[config.mk]
export PLATFORM = sky130hd
export DESIGN_NAME = sfd_cmd_decoder
export DESIGN_NICKNAME = d
export VERILOG_FILES = /design/src/sfd_pkg.sv /design/src/sfd_cmd_decoder.sv
export SDC_FILE = /design/constraint.sdc
export NUM_CORES = 1
export LEC_CHECK = 0
export BUFFER_PORTS_ARGS = -buffer_cell sky130_fd_sc_hd__buf_2
export CAP_MARGIN = 15
export CORE_AREA = 2 2 234 236
export CTS_CLUSTER_SIZE = 40
export DETAILED_ROUTE_END_ITERATION = 16
export DIE_AREA = 0 0 236 238
export PLACE_DENSITY_LB_ADDON = 0.12
export SLEW_MARGIN = 20
export SYNTH_ARGS = -nofsm -noshare
export SYNTH_HDL_FRONTEND = slang
export SYNTH_SLANG_ARGS = --single-unit
[constraint.sdc]
create_clock -name ref_clk_in -period 6.6 [get_ports ref_clk_in]
set_clock_uncertainty 0.05 [all_clocks]
set_input_delay 0.66 -clock ref_clk_in [delete_from_list [all_inputs] [get_ports ref_clk_in]]
set_output_delay 0.66 -clock ref_clk_in [all_outputs]
set_load 0.005 [all_outputs]
[src/sfd_pkg.sv]
package sfd_pkg;

  // operation codes, sent most significant bit first
  localparam logic [7:0] OP_RDSR     = 8'h05;
  localparam logic [7:0] OP_RDFS     = 8'h70;
  localparam logic [7:0] OP_READ     = 8'h03;
  localparam logic [7:0] OP_RDCR     = 8'hB5;
  localparam logic [7:0] OP_RDID     = 8'h9F;
  localparam logic [7:0] OP_FRD      = 8'h0B;
  localparam logic [7:0] OP_DRD      = 8'hBB;
  localparam logic [7:0] OP_QRD      = 8'hEB;
  localparam logic [7:0] OP_WREN     = 8'h06;
  localparam logic [7:0] OP_WRDI     = 8'h04;
  localparam logic [7:0] OP_WRSR     = 8'h01;
  localparam logic [7:0] OP_PP       = 8'h02;
  localparam logic [7:0] OP_WRCR     = 8'hB1;
  localparam logic [7:0] OP_DPP      = 8'hD2;
  localparam logic [7:0] OP_QPP      = 8'h12;
  localparam logic [7:0] OP_QPP2     = 8'h38;
  localparam logic [7:0] OP_BE       = 8'hC7;
  localparam logic [7:0] OP_SE       = 8'hD8;
  localparam logic [7:0] OP_SSE      = 8'h20;
  localparam logic [7:0] OP_WIDE_IN  = 8'hB7;
  localparam logic [7:0] OP_WIDE_OUT = 8'hE9;

  // cycle and bit counts
  localparam logic [3:0] ID_DUMMY    = 4'h2;
  localparam logic [3:0] FAST_DUMMY  = 4'h8;
  localparam logic [3:0] QUAD_DUMMY  = 4'hA;
  localparam logic [5:0] OPC_LAST    = 6'h07;
  localparam logic [5:0] BYTE_BITS   = 6'h08;
  localparam logic [5:0] ADDR_BITS_3 = 6'h18;
  localparam logic [5:0] ADDR_BITS_4 = 6'h20;
  localparam logic [1:0] CR_BYTES    = 2'h2;

  // configuration register layout and reset value
  localparam logic [15:0] CR_RST     = 16'hFFFF;
  localparam int          CR_DUM_MSB = 15;
  localparam int          CR_DUM_LSB = 12;
  localparam int          CR_ADDR    = 0;

  // status and flag status bit positions
  localparam int ST_WIP = 0;
  localparam int ST_WEL = 1;
  localparam int FS_RDY = 7;
  localparam int FS_ADR = 0;

  // serial data lines, line three down to line zero
  typedef struct packed {
    logic three;
    logic two;
    logic one;
    logic zero;
  } sfd_lines_t;

  // command phase, one-hot
  typedef enum logic [5:0] {
    ST_OPC   = 6'h01,
    ST_ADDR  = 6'h02,
    ST_DUMMY = 6'h04,
    ST_DOUT  = 6'h08,
    ST_DIN   = 6'h10,
    ST_DONE  = 6'h20
  } sfd_state_t;

endpackage

[src/sfd_cmd_decoder.sv]
// Overview of operation
// - 05h streams status register until chip select rises
// - 70h streams flag status register continuously
// - 03h takes 3 or 4 address bytes, no dummy; host keeps clock slow
// - plain read samples address on rise, drives line one on fall, MSB first
// - read address advances per byte and wraps to zero at top
// - array read opcode during busy cycle is ignored
// - B5h returns both configuration register bytes
// - 9Fh inserts two dummy clocks then one identification byte
// - 0Bh and BBh take address, default 8 dummy, then stream
// - EBh takes address, default 10 dummy, then streams on four lines
// - fast read dummy count comes from configuration register
// - 06h sets write enable latch
// - 04h clears write enable latch
// - latch clears at reset and at end of every program or erase
// - 02h needs address and data; only last 256 bytes land in page
// - D2h, 12h and 38h are dual and quad page writes
// - B1h takes exactly two data bytes into configuration register
// - opcode on line zero; B7h enters, E9h leaves 4-byte addressing
// - opcodes arrive most significant bit first
// - register bits 15:12 of 1..14 give dummy count, else default
// - register bit 0 low selects 4-byte addressing at power-up
`timescale 1ns/1ns
module sfd_cmd_decoder
#(
  parameter int unsigned ARRAY_AW  = 24,
  parameter logic [15:0] CR_INIT   = sfd_pkg::CR_RST,
  parameter logic [7:0]  DEVICE_ID = 8'h5A  // arbitrary value
)
(
  // clock and reset
  input  wire logic                ref_clk_in,
  input  wire logic                arst_n_in,
  // serial pins
  input  wire logic                chip_select_low_in,
  input  wire logic                serial_clock_in,
  input  wire sfd_pkg::sfd_lines_t serial_lines_in,
  output      sfd_pkg::sfd_lines_t serial_lines_out,
  output      sfd_pkg::sfd_lines_t serial_lines_oe_out,
  // memory array port
  output      logic                array_rd_out,
  output      logic                array_wr_out,
  output      logic [31:0]         array_addr_out,
  output      logic [7:0]          array_wdata_out,
  input  wire logic [7:0]          array_rdata_in,
  // self-timed operation engine
  output      logic                op_start_out,
  output      logic [7:0]          op_code_out,
  input  wire logic                busy_in,
  input  wire logic                op_done_in,
  // status
  input  wire logic [7:0]          status_ext_in,
  input  wire logic [7:0]          flag_ext_in,
  output      logic                write_enable_out,
  output      logic                wide_address_out,
  output      logic [15:0]         config_out
);

  function automatic logic [2:0] lane_w(input logic [7:0] op);
    case (op)
      sfd_pkg::OP_DRD, sfd_pkg::OP_DPP:                   lane_w = 3'h2;
      sfd_pkg::OP_QRD, sfd_pkg::OP_QPP, sfd_pkg::OP_QPP2: lane_w = 3'h4;
      default:                                            lane_w = 3'h1;
    endcase
  endfunction

  function automatic logic [31:0] shift_in(input logic [31:0] sr,
                                           input sfd_pkg::sfd_lines_t l,
                                           input logic [2:0] w);
    case (w)
      3'h2:    shift_in = {sr[29:0], l.one, l.zero};
      3'h4:    shift_in = {sr[27:0], l};
      default: shift_in = {sr[30:0], l.zero};
    endcase
  endfunction

  function automatic logic is_array_rd(input logic [7:0] op);
    is_array_rd = (op == sfd_pkg::OP_READ) || (op == sfd_pkg::OP_FRD) ||
                  (op == sfd_pkg::OP_DRD) || (op == sfd_pkg::OP_QRD);
  endfunction

  function automatic logic is_page(input logic [7:0] op);
    is_page = (op == sfd_pkg::OP_PP) || (op == sfd_pkg::OP_DPP) ||
              (op == sfd_pkg::OP_QPP) || (op == sfd_pkg::OP_QPP2);
  endfunction

  function automatic logic is_prog(input logic [7:0] op);
    is_prog = is_page(op) || (op == sfd_pkg::OP_WRSR) || (op == sfd_pkg::OP_BE) ||
              (op == sfd_pkg::OP_SE) || (op == sfd_pkg::OP_SSE);
  endfunction

  function automatic logic [3:0] dummy_for(input logic [7:0] op, input logic [15:0] cr);
    logic [3:0] f;
    f = cr[sfd_pkg::CR_DUM_MSB:sfd_pkg::CR_DUM_LSB];
    if (op == sfd_pkg::OP_RDID)
      dummy_for = sfd_pkg::ID_DUMMY;
    else if ((op == sfd_pkg::OP_FRD) || (op == sfd_pkg::OP_DRD) || (op == sfd_pkg::OP_QRD))
      dummy_for = ((f != 4'h0) && (f != 4'hF)) ? f :
                  (op == sfd_pkg::OP_QRD) ? sfd_pkg::QUAD_DUMMY : sfd_pkg::FAST_DUMMY;
    else
      dummy_for = 4'h0;
  endfunction

  // phase after the eighth opcode bit
  function automatic sfd_pkg::sfd_state_t opc_next(input logic [7:0] op, input logic busy);
    if ((is_array_rd(op) || (op == sfd_pkg::OP_RDID)) && busy)
      opc_next = sfd_pkg::ST_DONE;
    else if (is_array_rd(op) || is_page(op) || (op == sfd_pkg::OP_SE) ||
             (op == sfd_pkg::OP_SSE))
      opc_next = sfd_pkg::ST_ADDR;
    else if ((op == sfd_pkg::OP_RDSR) || (op == sfd_pkg::OP_RDFS) || (op == sfd_pkg::OP_RDCR))
      opc_next = sfd_pkg::ST_DOUT;
    else if (op == sfd_pkg::OP_RDID)
      opc_next = sfd_pkg::ST_DUMMY;
    else if ((op == sfd_pkg::OP_WRSR) || (op == sfd_pkg::OP_WRCR))
      opc_next = sfd_pkg::ST_DIN;
    else
      opc_next = sfd_pkg::ST_DONE;
  endfunction

  logic [2:0]          cs_s;
  logic [2:0]          sck_s;
  sfd_pkg::sfd_lines_t dat_m;
  sfd_pkg::sfd_lines_t dat_s;
  sfd_pkg::sfd_state_t state_q;
  logic [7:0]          op_q;
  logic [31:0]         in_sr_q;
  logic [31:0]         addr_q;
  logic [5:0]          bit_cnt_q;
  logic [3:0]          dum_n_q;
  logic [1:0]          nb_q;
  logic                ok_q;
  logic [7:0]          osr_q;
  logic [7:0]          osr_d;
  logic [7:0]          byte_src;
  logic [2:0]          ocnt_q;
  logic [1:0]          idx_q;
  logic                first_q;
  logic [ARRAY_AW-1:0] rd_addr_q;
  logic [7:0]          off_q;
  logic                pend_q;
  logic [7:0]          rd_buf_q;
  logic [15:0]         cr_sh_q;
  logic                wel_q;
  logic                wide_q;
  logic [15:0]         cr_q;

  wire logic        cs_hi    = cs_s[1];
  wire logic        cs_rise  = cs_s[1] & ~cs_s[2];
  wire logic        sck_rise = sck_s[1] & ~sck_s[2];
  wire logic        sck_fall = ~sck_s[1] & sck_s[2];
  wire logic [2:0]  w        = lane_w(op_q);
  wire logic [31:0] sh       = shift_in(in_sr_q, dat_s, w);
  wire logic [31:0] sh_one   = shift_in(in_sr_q, dat_s, 3'h1);
  wire logic [5:0]  bc_next  = bit_cnt_q + {3'h0, w};
  wire logic [5:0]  abits    = ((op_q == sfd_pkg::OP_SSE) || !wide_q) ?
                               sfd_pkg::ADDR_BITS_3 : sfd_pkg::ADDR_BITS_4;
  wire logic        in_dout  = (state_q == sfd_pkg::ST_DOUT);
  wire logic        din_byte = (state_q == sfd_pkg::ST_DIN) && sck_rise &&
                               (bc_next == sfd_pkg::BYTE_BITS);
  wire logic        fetch    = in_dout && is_array_rd(op_q) &&
                               (first_q || (sck_fall && (ocnt_q == 3'h0)));
  wire logic        cmt      = cs_rise && ok_q;

  // pin synchronisers
  always_ff @(posedge ref_clk_in or negedge arst_n_in)
  begin
    if (!arst_n_in)
    begin
      cs_s  <= 3'h7;
      sck_s <= 3'h0;
      dat_m <= '0;
      dat_s <= '0;
    end
    else
    begin
      cs_s  <= {cs_s[1:0], chip_select_low_in};
      sck_s <= {sck_s[1:0], serial_clock_in};
      dat_m <= serial_lines_in;
      dat_s <= dat_m;
    end
  end

  // command phase sequencer
  always_ff @(posedge ref_clk_in or negedge arst_n_in)
  begin
    if (!arst_n_in)
    begin
      state_q   <= sfd_pkg::ST_OPC;
      op_q      <= 8'h00;
      in_sr_q   <= 32'h0;
      addr_q    <= 32'h0;
      bit_cnt_q <= 6'h00;
      dum_n_q   <= 4'h0;
      nb_q      <= 2'h0;
      ok_q      <= 1'b0;
    end
    else if (cs_hi)
    begin
      state_q   <= sfd_pkg::ST_OPC;
      bit_cnt_q <= 6'h00;
      nb_q      <= 2'h0;
      ok_q      <= 1'b0;
    end
    else if (sck_rise)
    begin
      unique case (state_q)
        sfd_pkg::ST_OPC:
        begin
          in_sr_q   <= sh_one;
          bit_cnt_q <= bit_cnt_q + 6'h01;
          if (bit_cnt_q == sfd_pkg::OPC_LAST)
          begin
            op_q      <= sh_one[7:0];
            bit_cnt_q <= 6'h00;
            state_q   <= opc_next(sh_one[7:0], busy_in);
            ok_q      <= (opc_next(sh_one[7:0], busy_in) == sfd_pkg::ST_DONE);
            dum_n_q   <= dummy_for(sh_one[7:0], cr_q);
          end
        end
        sfd_pkg::ST_ADDR:
        begin
          in_sr_q   <= sh;
          bit_cnt_q <= bc_next;
          if (bc_next == abits)
          begin
            addr_q    <= (abits == sfd_pkg::ADDR_BITS_4) ? sh : {8'h00, sh[23:0]};
            bit_cnt_q <= 6'h00;
            if (is_page(op_q))
              state_q <= sfd_pkg::ST_DIN;
            else if (!is_array_rd(op_q))
            begin
              state_q <= sfd_pkg::ST_DONE;
              ok_q    <= 1'b1;
            end
            else if (dum_n_q == 4'h0)
              state_q <= sfd_pkg::ST_DOUT;
            else
              state_q <= sfd_pkg::ST_DUMMY;
          end
        end
        sfd_pkg::ST_DUMMY:
        begin
          bit_cnt_q <= bit_cnt_q + 6'h01;
          if ((bit_cnt_q + 6'h01) == {2'h0, dum_n_q})
            state_q <= sfd_pkg::ST_DOUT;
        end
        sfd_pkg::ST_DIN:
        begin
          in_sr_q   <= sh;
          bit_cnt_q <= din_byte ? 6'h00 : bc_next;
          ok_q      <= din_byte;
          if (din_byte && (nb_q != 2'h3))
            nb_q <= nb_q + 2'h1;
        end
        sfd_pkg::ST_DOUT:
          ok_q <= 1'b0;
        sfd_pkg::ST_DONE:
          ok_q <= 1'b0;
      endcase
    end
  end

  // next output byte source
  always_comb
  begin
    unique case (op_q)
      sfd_pkg::OP_RDSR:
        byte_src = {status_ext_in[7:2], wel_q, busy_in};
      sfd_pkg::OP_RDFS:
        byte_src = {~busy_in, flag_ext_in[6:1], wide_q};
      // register low then high, then zero
      sfd_pkg::OP_RDCR:
        byte_src = (idx_q == 2'h0) ? cr_q[7:0] : (idx_q == 2'h1) ? cr_q[15:8] : 8'h00;
      sfd_pkg::OP_RDID:
        byte_src = (idx_q == 2'h0) ? DEVICE_ID : 8'h00;
      default:
        byte_src = rd_buf_q;
    endcase
    osr_d = (ocnt_q == 3'h0) ? byte_src : (osr_q << w);
  end

  // output shifter, driven on falling edges
  always_ff @(posedge ref_clk_in or negedge arst_n_in)
  begin
    if (!arst_n_in)
    begin
      osr_q               <= 8'h00;
      ocnt_q              <= 3'h0;
      idx_q               <= 2'h0;
      first_q             <= 1'b1;
      serial_lines_out    <= '0;
      serial_lines_oe_out <= '0;
    end
    else
    begin
      first_q <= !in_dout;
      if (!in_dout)
      begin
        ocnt_q              <= 3'h0;
        idx_q               <= 2'h0;
        serial_lines_oe_out <= '0;
        serial_lines_out    <= '0;
      end
      else if (sck_fall)
      begin
        osr_q  <= osr_d;
        ocnt_q <= ocnt_q + w;
        if ((ocnt_q == 3'h0) && (idx_q != 2'h2))
          idx_q <= idx_q + 2'h1;
        case (w)
          3'h4:
          begin
            serial_lines_out    <= sfd_pkg::sfd_lines_t'(osr_d[7:4]);
            serial_lines_oe_out <= sfd_pkg::sfd_lines_t'(4'hF);
          end
          3'h2:
          begin
            serial_lines_out    <= sfd_pkg::sfd_lines_t'({2'h0, osr_d[7:6]});
            serial_lines_oe_out <= sfd_pkg::sfd_lines_t'(4'h3);
          end
          default:
          begin
            serial_lines_out    <= sfd_pkg::sfd_lines_t'({2'h0, osr_d[7], 1'b0});
            serial_lines_oe_out <= sfd_pkg::sfd_lines_t'(4'h2);
          end
        endcase
      end
    end
  end

  // memory array port
  always_ff @(posedge ref_clk_in or negedge arst_n_in)
  begin
    if (!arst_n_in)
    begin
      array_rd_out    <= 1'b0;
      array_wr_out    <= 1'b0;
      array_addr_out  <= 32'h0;
      array_wdata_out <= 8'h00;
      rd_addr_q       <= '0;
      off_q           <= 8'h00;
      pend_q          <= 1'b0;
      rd_buf_q        <= 8'h00;
    end
    else
    begin
      array_rd_out <= fetch;
      array_wr_out <= din_byte && is_page(op_q);
      pend_q       <= array_rd_out;
      if (pend_q)
        rd_buf_q <= array_rdata_in;
      // advance and wrap at top of array
      if (fetch && first_q)
      begin
        array_addr_out <= 32'(addr_q[ARRAY_AW-1:0]);
        rd_addr_q      <= addr_q[ARRAY_AW-1:0] + 1'b1;
      end
      else if (fetch)
      begin
        array_addr_out <= 32'(rd_addr_q);
        rd_addr_q      <= rd_addr_q + 1'b1;
      end
      // byte count within page, zero outside data phase
      if (state_q != sfd_pkg::ST_DIN)
        off_q <= 8'h00;
      if (din_byte)
      begin
        array_wdata_out <= sh[7:0];
        off_q           <= off_q + 8'h01;
        if (is_page(op_q))
          array_addr_out <= {addr_q[31:8], addr_q[7:0] + off_q};
      end
      if (cmt && is_prog(op_q))
        array_addr_out <= addr_q;
    end
  end

  // write enable latch, addressing mode, configuration register
  always_ff @(posedge ref_clk_in or negedge arst_n_in)
  begin
    if (!arst_n_in)
    begin
      wel_q        <= 1'b0;
      wide_q       <= ~CR_INIT[sfd_pkg::CR_ADDR];
      cr_q         <= CR_INIT;
      cr_sh_q      <= 16'h0;
      op_start_out <= 1'b0;
      op_code_out  <= 8'h00;
    end
    else
    begin
      if (din_byte && (op_q == sfd_pkg::OP_WRCR) && (nb_q == 2'h0))
        cr_sh_q[7:0] <= sh[7:0];
      if (din_byte && (op_q == sfd_pkg::OP_WRCR) && (nb_q == 2'h1))
        cr_sh_q[15:8] <= sh[7:0];
      // launch only when enabled and idle
      op_start_out <= cmt && wel_q && !busy_in && is_prog(op_q);
      if (cmt && wel_q && !busy_in && is_prog(op_q))
        op_code_out <= op_q;
      if (op_done_in)
        wel_q <= 1'b0;
      if (cmt && wel_q && (op_q == sfd_pkg::OP_WRCR) && (nb_q == sfd_pkg::CR_BYTES))
      begin
        cr_q  <= cr_sh_q;
        wel_q <= 1'b0;
      end
      if (cmt && wel_q && (op_q == sfd_pkg::OP_WIDE_IN))
        wide_q <= 1'b1;
      if (cmt && wel_q && (op_q == sfd_pkg::OP_WIDE_OUT))
        wide_q <= 1'b0;
      if (cmt && (op_q == sfd_pkg::OP_WRDI))
        wel_q <= 1'b0;
      if (cmt && (op_q == sfd_pkg::OP_WREN))
        wel_q <= 1'b1;
    end
  end

  // status outputs
  assign write_enable_out = wel_q;
  assign wide_address_out = wide_q;
  assign config_out       = cr_q;

endmodule

==> results of run 1 <==
## worst max-delay path: cells and delay by family, from the launching register on
family | cells | cell delay (ps)
compound gates | 2 | 760
buf+inv | 2 | 500
fa+ha+maj | 2 | 940
flops | 1 | 620
simple gates | 8 | 2980
## power by group through the flow
stage / combinational [mW] / sequential, mW / clock (mW)
global placement: 0.500 / 1.87 / 0
finish: 0.503 / 1.84 / 1.94
floorplan: 0.393 / 1.74 / 0
detailed placement: 0.505 / 1.87 / 0
global route: 0.567 / 1.87 / 2.07
CTS: 0.506 / 1.84 / 2.02
## metal layers
layer	part of all wire	global-route usage
met5	0	0
met4	0.024	0.0519
met3	0.040	0.0239
met2	0.45	0.251
met1	0.48	0.219
## registers in the layout (all words and copies together), names as in the netlist, 16 cells and up
register        count
cr_sh_q            16
array_addr_out     32
rd_addr_q          24
config_out         16
addr_q             32
in_sr_q            31
## metrics by stage
stage,setup WS [ps],cells
4_1_cts,565,2304
3_5_place_dp,598,2241
5_1_grt,318,2304
6_report,662,2305
3_3_place_gp,637,2241
2_1_floorplan,1440,1522
## how the worst min path moves through the flow
| stage | slack, ps | endpoint | start |
|---|---|---|---|
| after floorplan | 280 | dat_s[0] | dat_m[0] |
| after global placement | 290 | sck_s[1] | sck_s[0] |
| after detailed placement | 290 | dat_s[0] | dat_m[0] |
| after CTS | 130 | cs_s[0] | chip_select_low_in |
| after global routing | 150 | cs_s[0] | chip_select_low_in |
| final | 140 | array_wr_out | arst_n_in |
## cell usage after synthesis, drive strengths merged (5+ instances only)
cell type / n / share of area
nand2: 265 / 0.072
dfrtp: 230 / 0.42
o21ai: 137 / 0.050
nor2: 125 / 0.034
clkbuf: 75 / 0.021
a21oi: 74 / 0.027
mux2: 50 / 0.041
a22oi: 40 / 0.022
nand3: 40 / 0.015
xor2: 38 / 0.024
xnor2: 32 / 0.020
inv: 30 / 0.0082
mux2i: 30 / 0.022
buf: 29 / 0.011
ha: 24 / 0.022
nor3: 23 / 0.0094
a31oi: 22 / 0.010
and3: 22 / 0.010
dfstp: 21 / 0.040
nor4: 19 / 0.0095
o31ai: 15 / 0.0082
nand2b: 13 / 0.0059
and4: 11 / 0.0070
nand4: 10 / 0.0050
or2: 10 / 0.0047
a21o: 9 / 0.0049
and2: 9 / 0.0043
o211ai: 8 / 0.0044
o22a: 8 / 0.0051
or3: 8 / 0.0036
a22o: 7 / 0.0044
a211oi: 6 / 0.0033
a222oi: 6 / 0.0044
nand4b: 6 / 0.0038
nor2b: 5 / 0.0023
or4: 5 / 0.0027
## final cells by class
cell class / count / area [sq um]
Fill cell: 5676 / 37400
Multi-Input combinational cell: 1137 / 6960
Sequential cell: 251 / 6310
Clock inverter: 15 / 175
Clock buffer: 48 / 996
Tap cell: 696 / 871
Inverter: 30 / 113
Timing Repair Buffer: 127 / 711
Antenna cell: 1 / 2.50
## cells by family after synthesis
logic type | Yosys count
AND/OR/NAND/NOR | 590
AO/OA/AOI/OAI | 370
flip-flops | 251
buffers and inverters | 134
multiplexers | 80
XOR/XNOR | 70
adder cells (fa/ha/maj) | 27
==> flow_metrics.py, run 1 <==
metrics = {
    "outcome": {
        "status": "finished, final reports clean",
    },
    "placed_design": {
        "place_area_sq_um": 15000,
        "place.gp.congestion": 0.793,
        "dpl.hpwl_mm": 30.6,
        "io_buffer_count": 106,
    },
    "setup_path": {
        "rr_endpoint": "array_addr_out[7]",
        "reg2reg_depth": 14,
        "end_kind": "register",
        "ff2ff_setup_slack_ps": 660,
        "start_kind": "register",
        "reg2reg_from": "op_q[6]",
        "slowest_delay_ps": 800,
        "cp-startpoint": "op_q[6]",
        "crit_fanout": 33,
        "path_class": "register to register",
        "crit_path_end": "array_addr_out[7]",
        "crit_slowest_cell": "or4b_1",
        "required_ps": 7010,
        "worstPathArrival_ps": 6350,
        "cp_cell_sequence": "or4b_1, a2111oi_2, inv_1, ha_1, nor2_1, fa_1, or2_1, or4_1, or4b_1, nor2_2, or3_1, buf_4, o32ai_1, nor2_1",
    },
    "cells_and_area": {
        "fin_area_sq_um": 16100,
        "drive_gt1_frac": 0.176,
        "layout_common_cells": "nand2_1 (265), dfrtp_1 (230), o21ai_0 (135)",
        "num-nets-final": 1643,
        "area_growth_pct": 17.1,
        "post-route-util": 0.302,
        "final_common_cell": "nand2_1",
    },
    "synthesis": {
        "synth_xor_area_frac": 0.0445,
        "synthMuxAreaShare": 0.0626,
        "synth.distinct_cells": 78,
        "syn_area_sq_um": 13800,
        "synth-simple-area-share": 0.201,
        "synth_area_per_cell_sq_um": 9.05,
        "synth_edf_count": 0,
        "synth-compound-area-share": 0.168,
        "ys_seq_area_frac": 0.458,
        "syn_nets": 1583,
        "synth_top_family_by_area": "simple AND/OR/NAND/NOR gates",
        "postSynthCellCount": 1522,
        "ys_ff_latch": 251,
        "synth_fa_ha_area_frac": 0.0261,
        "synthArstFlopShare": 1.00,
        "ys.flop_type": "dfrtp_1",
        "yosysWarnings": 0,
    },
    "global_route": {
        "grt_pass1_vias": 11351,
        "grt_pass1_wl_mm": 69.5,
        "antenna_found_initial": 0,
        "grt_overflow": 0,
        "track_usage": 0.158,
        "grt_max_degree": 149,
    },
    "sta": {
        "final_max_slew_viol_count": 0,
        "final-hold-violation-count": 0,
        "max_slew_margin": 0.263,
        "hold-worst-slack_ps": 136,
        "min_period_over_period": 0.900,
        "fin_setup_tns_ps": 0,
        "fmax_mhz": 168,
        "rsz0062_at_grt": "false",
        "finalSetupViolCount": 0,
        "max_slew.worst_pin.slew_ps": 1110,
        "fin_crit_ps": 5940,
    },
    "pwr": {
        "clkPwrFrac": 0.453,
        "p_leak_nw": 7.24,
        "p_total_mw": 4.29,
        "p_int_mw": 3.00,
        "pwr_density_cell_nw_per_um2": 266,
        "combinationalPowerShare": 0.117,
        "seqPwrFrac": 0.430,
        "switching_share": 0.300,
        "ir_worst_vdd_mv": 0.164,
        "switching_power_mw": 1.29,
    },
    "drt": {
        "wirelength_mm": 44.0,
        "dr.pass1.iters": 5,
        "routed_via_density": 4.95,
        "post-route-drc-count": 0,
        "routed-via-count": 11414,
        "drt-wirelength-per-cell_microns": 19.1,
        "first_iter_violations": 910,
        "antenna_left": 0,
    },
    "die": {
        "initial_core_util": 0.258,
        "die_h_microns": 238,
        "rows": 85,
        "die_x_microns": 236,
        "core_area_sq_um": 53500,
        "io_pins": 111,
        "dieArea_sq_um": 56200,
    },
    "cts": {
        "htree_num_levels": 2,
        "cts_setup_buffers": 0,
        "hold_buffers": 0,
        "postCtsResizedCells": 0,
        "cts_buffer_depth": 3,
        "clkTransAtPathRegs_ps": 60,
        "clkLatencyLatePin_ps": 550,
        "cts_root_buf": "clkbuf_16",
        "clock_sinks": 251,
        "cts_tree": "built",
        "cts_buffers": 35,
    },
    "run": {
        "maxCapViolCount": 0,
    },
    "min_path": {
        "worstHoldPathType": "input pin to asynchronous set/reset pin",
    },
}
No activity file was read; power rests on OpenSTA's default activity.
==> run 2: changes to the inputs <==
Settings changed: CAP_MARGIN 15 to 20, CORE_AREA 2 2 234 236 to 2 2 301 184, DIE_AREA 0 0 236 238 to 0 0 303 186.
==> flow_metrics.py, run 2 (same netlist as run 1, synthesis figures left out) <==
metrics = {
    "setup_path": {
        "reg2reg_from": "op_q[3]",
        "path_class": "register to register",
        "crit_slowest_cell": "a2111oi_2",
        "end_kind": "register",
        "crit_family": "simple AND/OR/NAND/NOR gates",
        "crit_fanout": 32,
        "path_depth": 14,
        "start_kind": "register",
        "worstPathArrival_ps": 6420,
        "ff2ff_setup_slack_ps": 550,
        "critPathBufInv": 2,
        "reg2reg_depth": 14,
        "slowest_delay_ps": 690,
        "cp-startpoint": "op_q[3]",
        "cp_cell_sequence": "or4b_1, a2111oi_2, inv_1, ha_1, nor2_1, fa_1, or2_1, or4_1, or4b_1, buf_4, nor2b_1, nand2_1, nand2_1, o21ai_0",
        "required_ps": 6960,
    },
    "cts": {
        "clkTransAtPathRegs_ps": 60,
        "cts_buffer_depth": 3,
        "cts_buffers": 30,
        "hold_buffers": 0,
        "cts_setup_buffers": 0,
        "cts_tree": "built",
        "clock_sinks": 251,
        "postCtsResizedCells": 0,
        "cts_root_buf": "clkbuf_16",
        "htree_num_levels": 1,
        "clkLatencyLatePin_ps": 580,
    },
    "sta": {
        "fin_setup_tns_ps": 0,
        "min_period_over_period": 0.917,
        "fin_crit_ps": 6050,
        "final-hold-violation-count": 0,
        "finalWorstSetupSlack_ps": 547,
        "fmax_mhz": 165,
        "max_slew_margin": 0.320,
        "hold-worst-slack_ps": 23.1,
        "rsz0062_at_grt": "false",
        "finalSetupViolCount": 0,
        "max_slew.worst_pin.slew_ps": 1020,
        "final_max_slew_viol_count": 0,
    },
    "global_route": {
        "grt_pass1_vias": 11148,
        "grt_overflow": 0,
        "track_usage": 0.159,
        "grt_pass1_wl_mm": 69.6,
        "grt_max_degree": 158,
        "antenna_found_initial": 1,
    },
    "cells_and_area": {
        "num-nets-final": 1639,
        "area_growth_pct": 16.0,
        "regArea_sq_um": 6310,
        "final_cells": 2316,
        "multi_input_area_sq_um": 6960,
        "drive_gt1_frac": 0.169,
        "nFillCells": 5594,
        "layout_common_cells": "nand2_1 (265), dfrtp_1 (230), o21ai_0 (135)",
        "reg.largest.list": "addr_q (32), array_addr_out (32), in_sr_q (31)",
        "final_common_cell": "nand2_1",
    },
    "drt": {
        "first_iter_violations": 963,
        "wirelength_mm": 44.4,
        "dr.pass1.iters": 11,
        "routed_via_density": 4.97,
        "antenna_left": 0,
        "post-route-drc-count": 4,
        "routed-via-count": 11514,
        "drt-wirelength-per-cell_microns": 19.2,
    },
    "placed_design": {
        "dpl.hpwl_mm": 31.4,
        "dp.cells": 2259,
        "preCtsSetupSlack_ps": 540,
        "place.gp.congestion": 0.802,
        "io_buffer_count": 106,
    },
    "pwr": {
        "pwr_density_cell_nw_per_um2": 253,
        "ir_worst_vdd_mv": 0.220,
        "p_leak_nw": 7.16,
    },
    "outcome": {
        "violations": "DRC",
        "status": "complete, but fails checks",
    },
    "die": {
        "rows": 66,
        "io_pins": 111,
        "initial_core_util": 0.257,
        "core_area_sq_um": 53600,
        "dieArea_sq_um": 56400,
        "die_x_microns": 303,
        "die_h_microns": 186,
    },
    "min_path": {
        "worstHoldPathType": "input pin to asynchronous set/reset pin",
    },
    "run": {
        "maxCapViolCount": 0,
    },
}
## run 2: layout make-up
cell class,count,area share
diodes,2,0.000313
clock buffers,47,0.0548
clock inverters,7,0.00705
inverters,30,0.00705
multi-input cells,1137,0.435
flip-flops and latches,251,0.395
well taps,714,0.0559
repair buffers,128,0.0449
## run 2: per-layer routing
layer / part of all wire / GRT usage / up-vias
met5: 0.00029 / 0 / -
met4: 0.020 / 0.0319 / 2
met1: 0.55 / 0.258 / 5710
met2: 0.39 / 0.214 / 248
met3: 0.047 / 0.0279 / 55
li1: - / - / 5499
## run 2: worst paths after layout
kind	endpoint
min in group ref_clk_in	cs_s[0]
min reg2reg	sck_s[1]
max	cr_sh_q[12]
min	op_start_out
max in group asynchronous	array_addr_out[31]
max reg2reg	cr_sh_q[12]
## run 2: report_power, final
part | switching, mW | internal [mW] | total, mW | leakage (nW)
registers | 0.217 | 1.63 | 1.85 | 3.26
logic | 0.315 | 0.187 | 0.503 | 3.42
clock network | 0.677 | 1.02 | 1.70 | 0.479
## run 2: through the flow
step,power (mW),util,area [sq um]
after global routing,4.28,0.298,16000
after floorplan,2.14,-,13800
final,4.05,0.298,16000
after global placement,2.37,0.279,15000
after CTS,4.11,0.298,16000
after detailed placement,2.37,0.280,15000
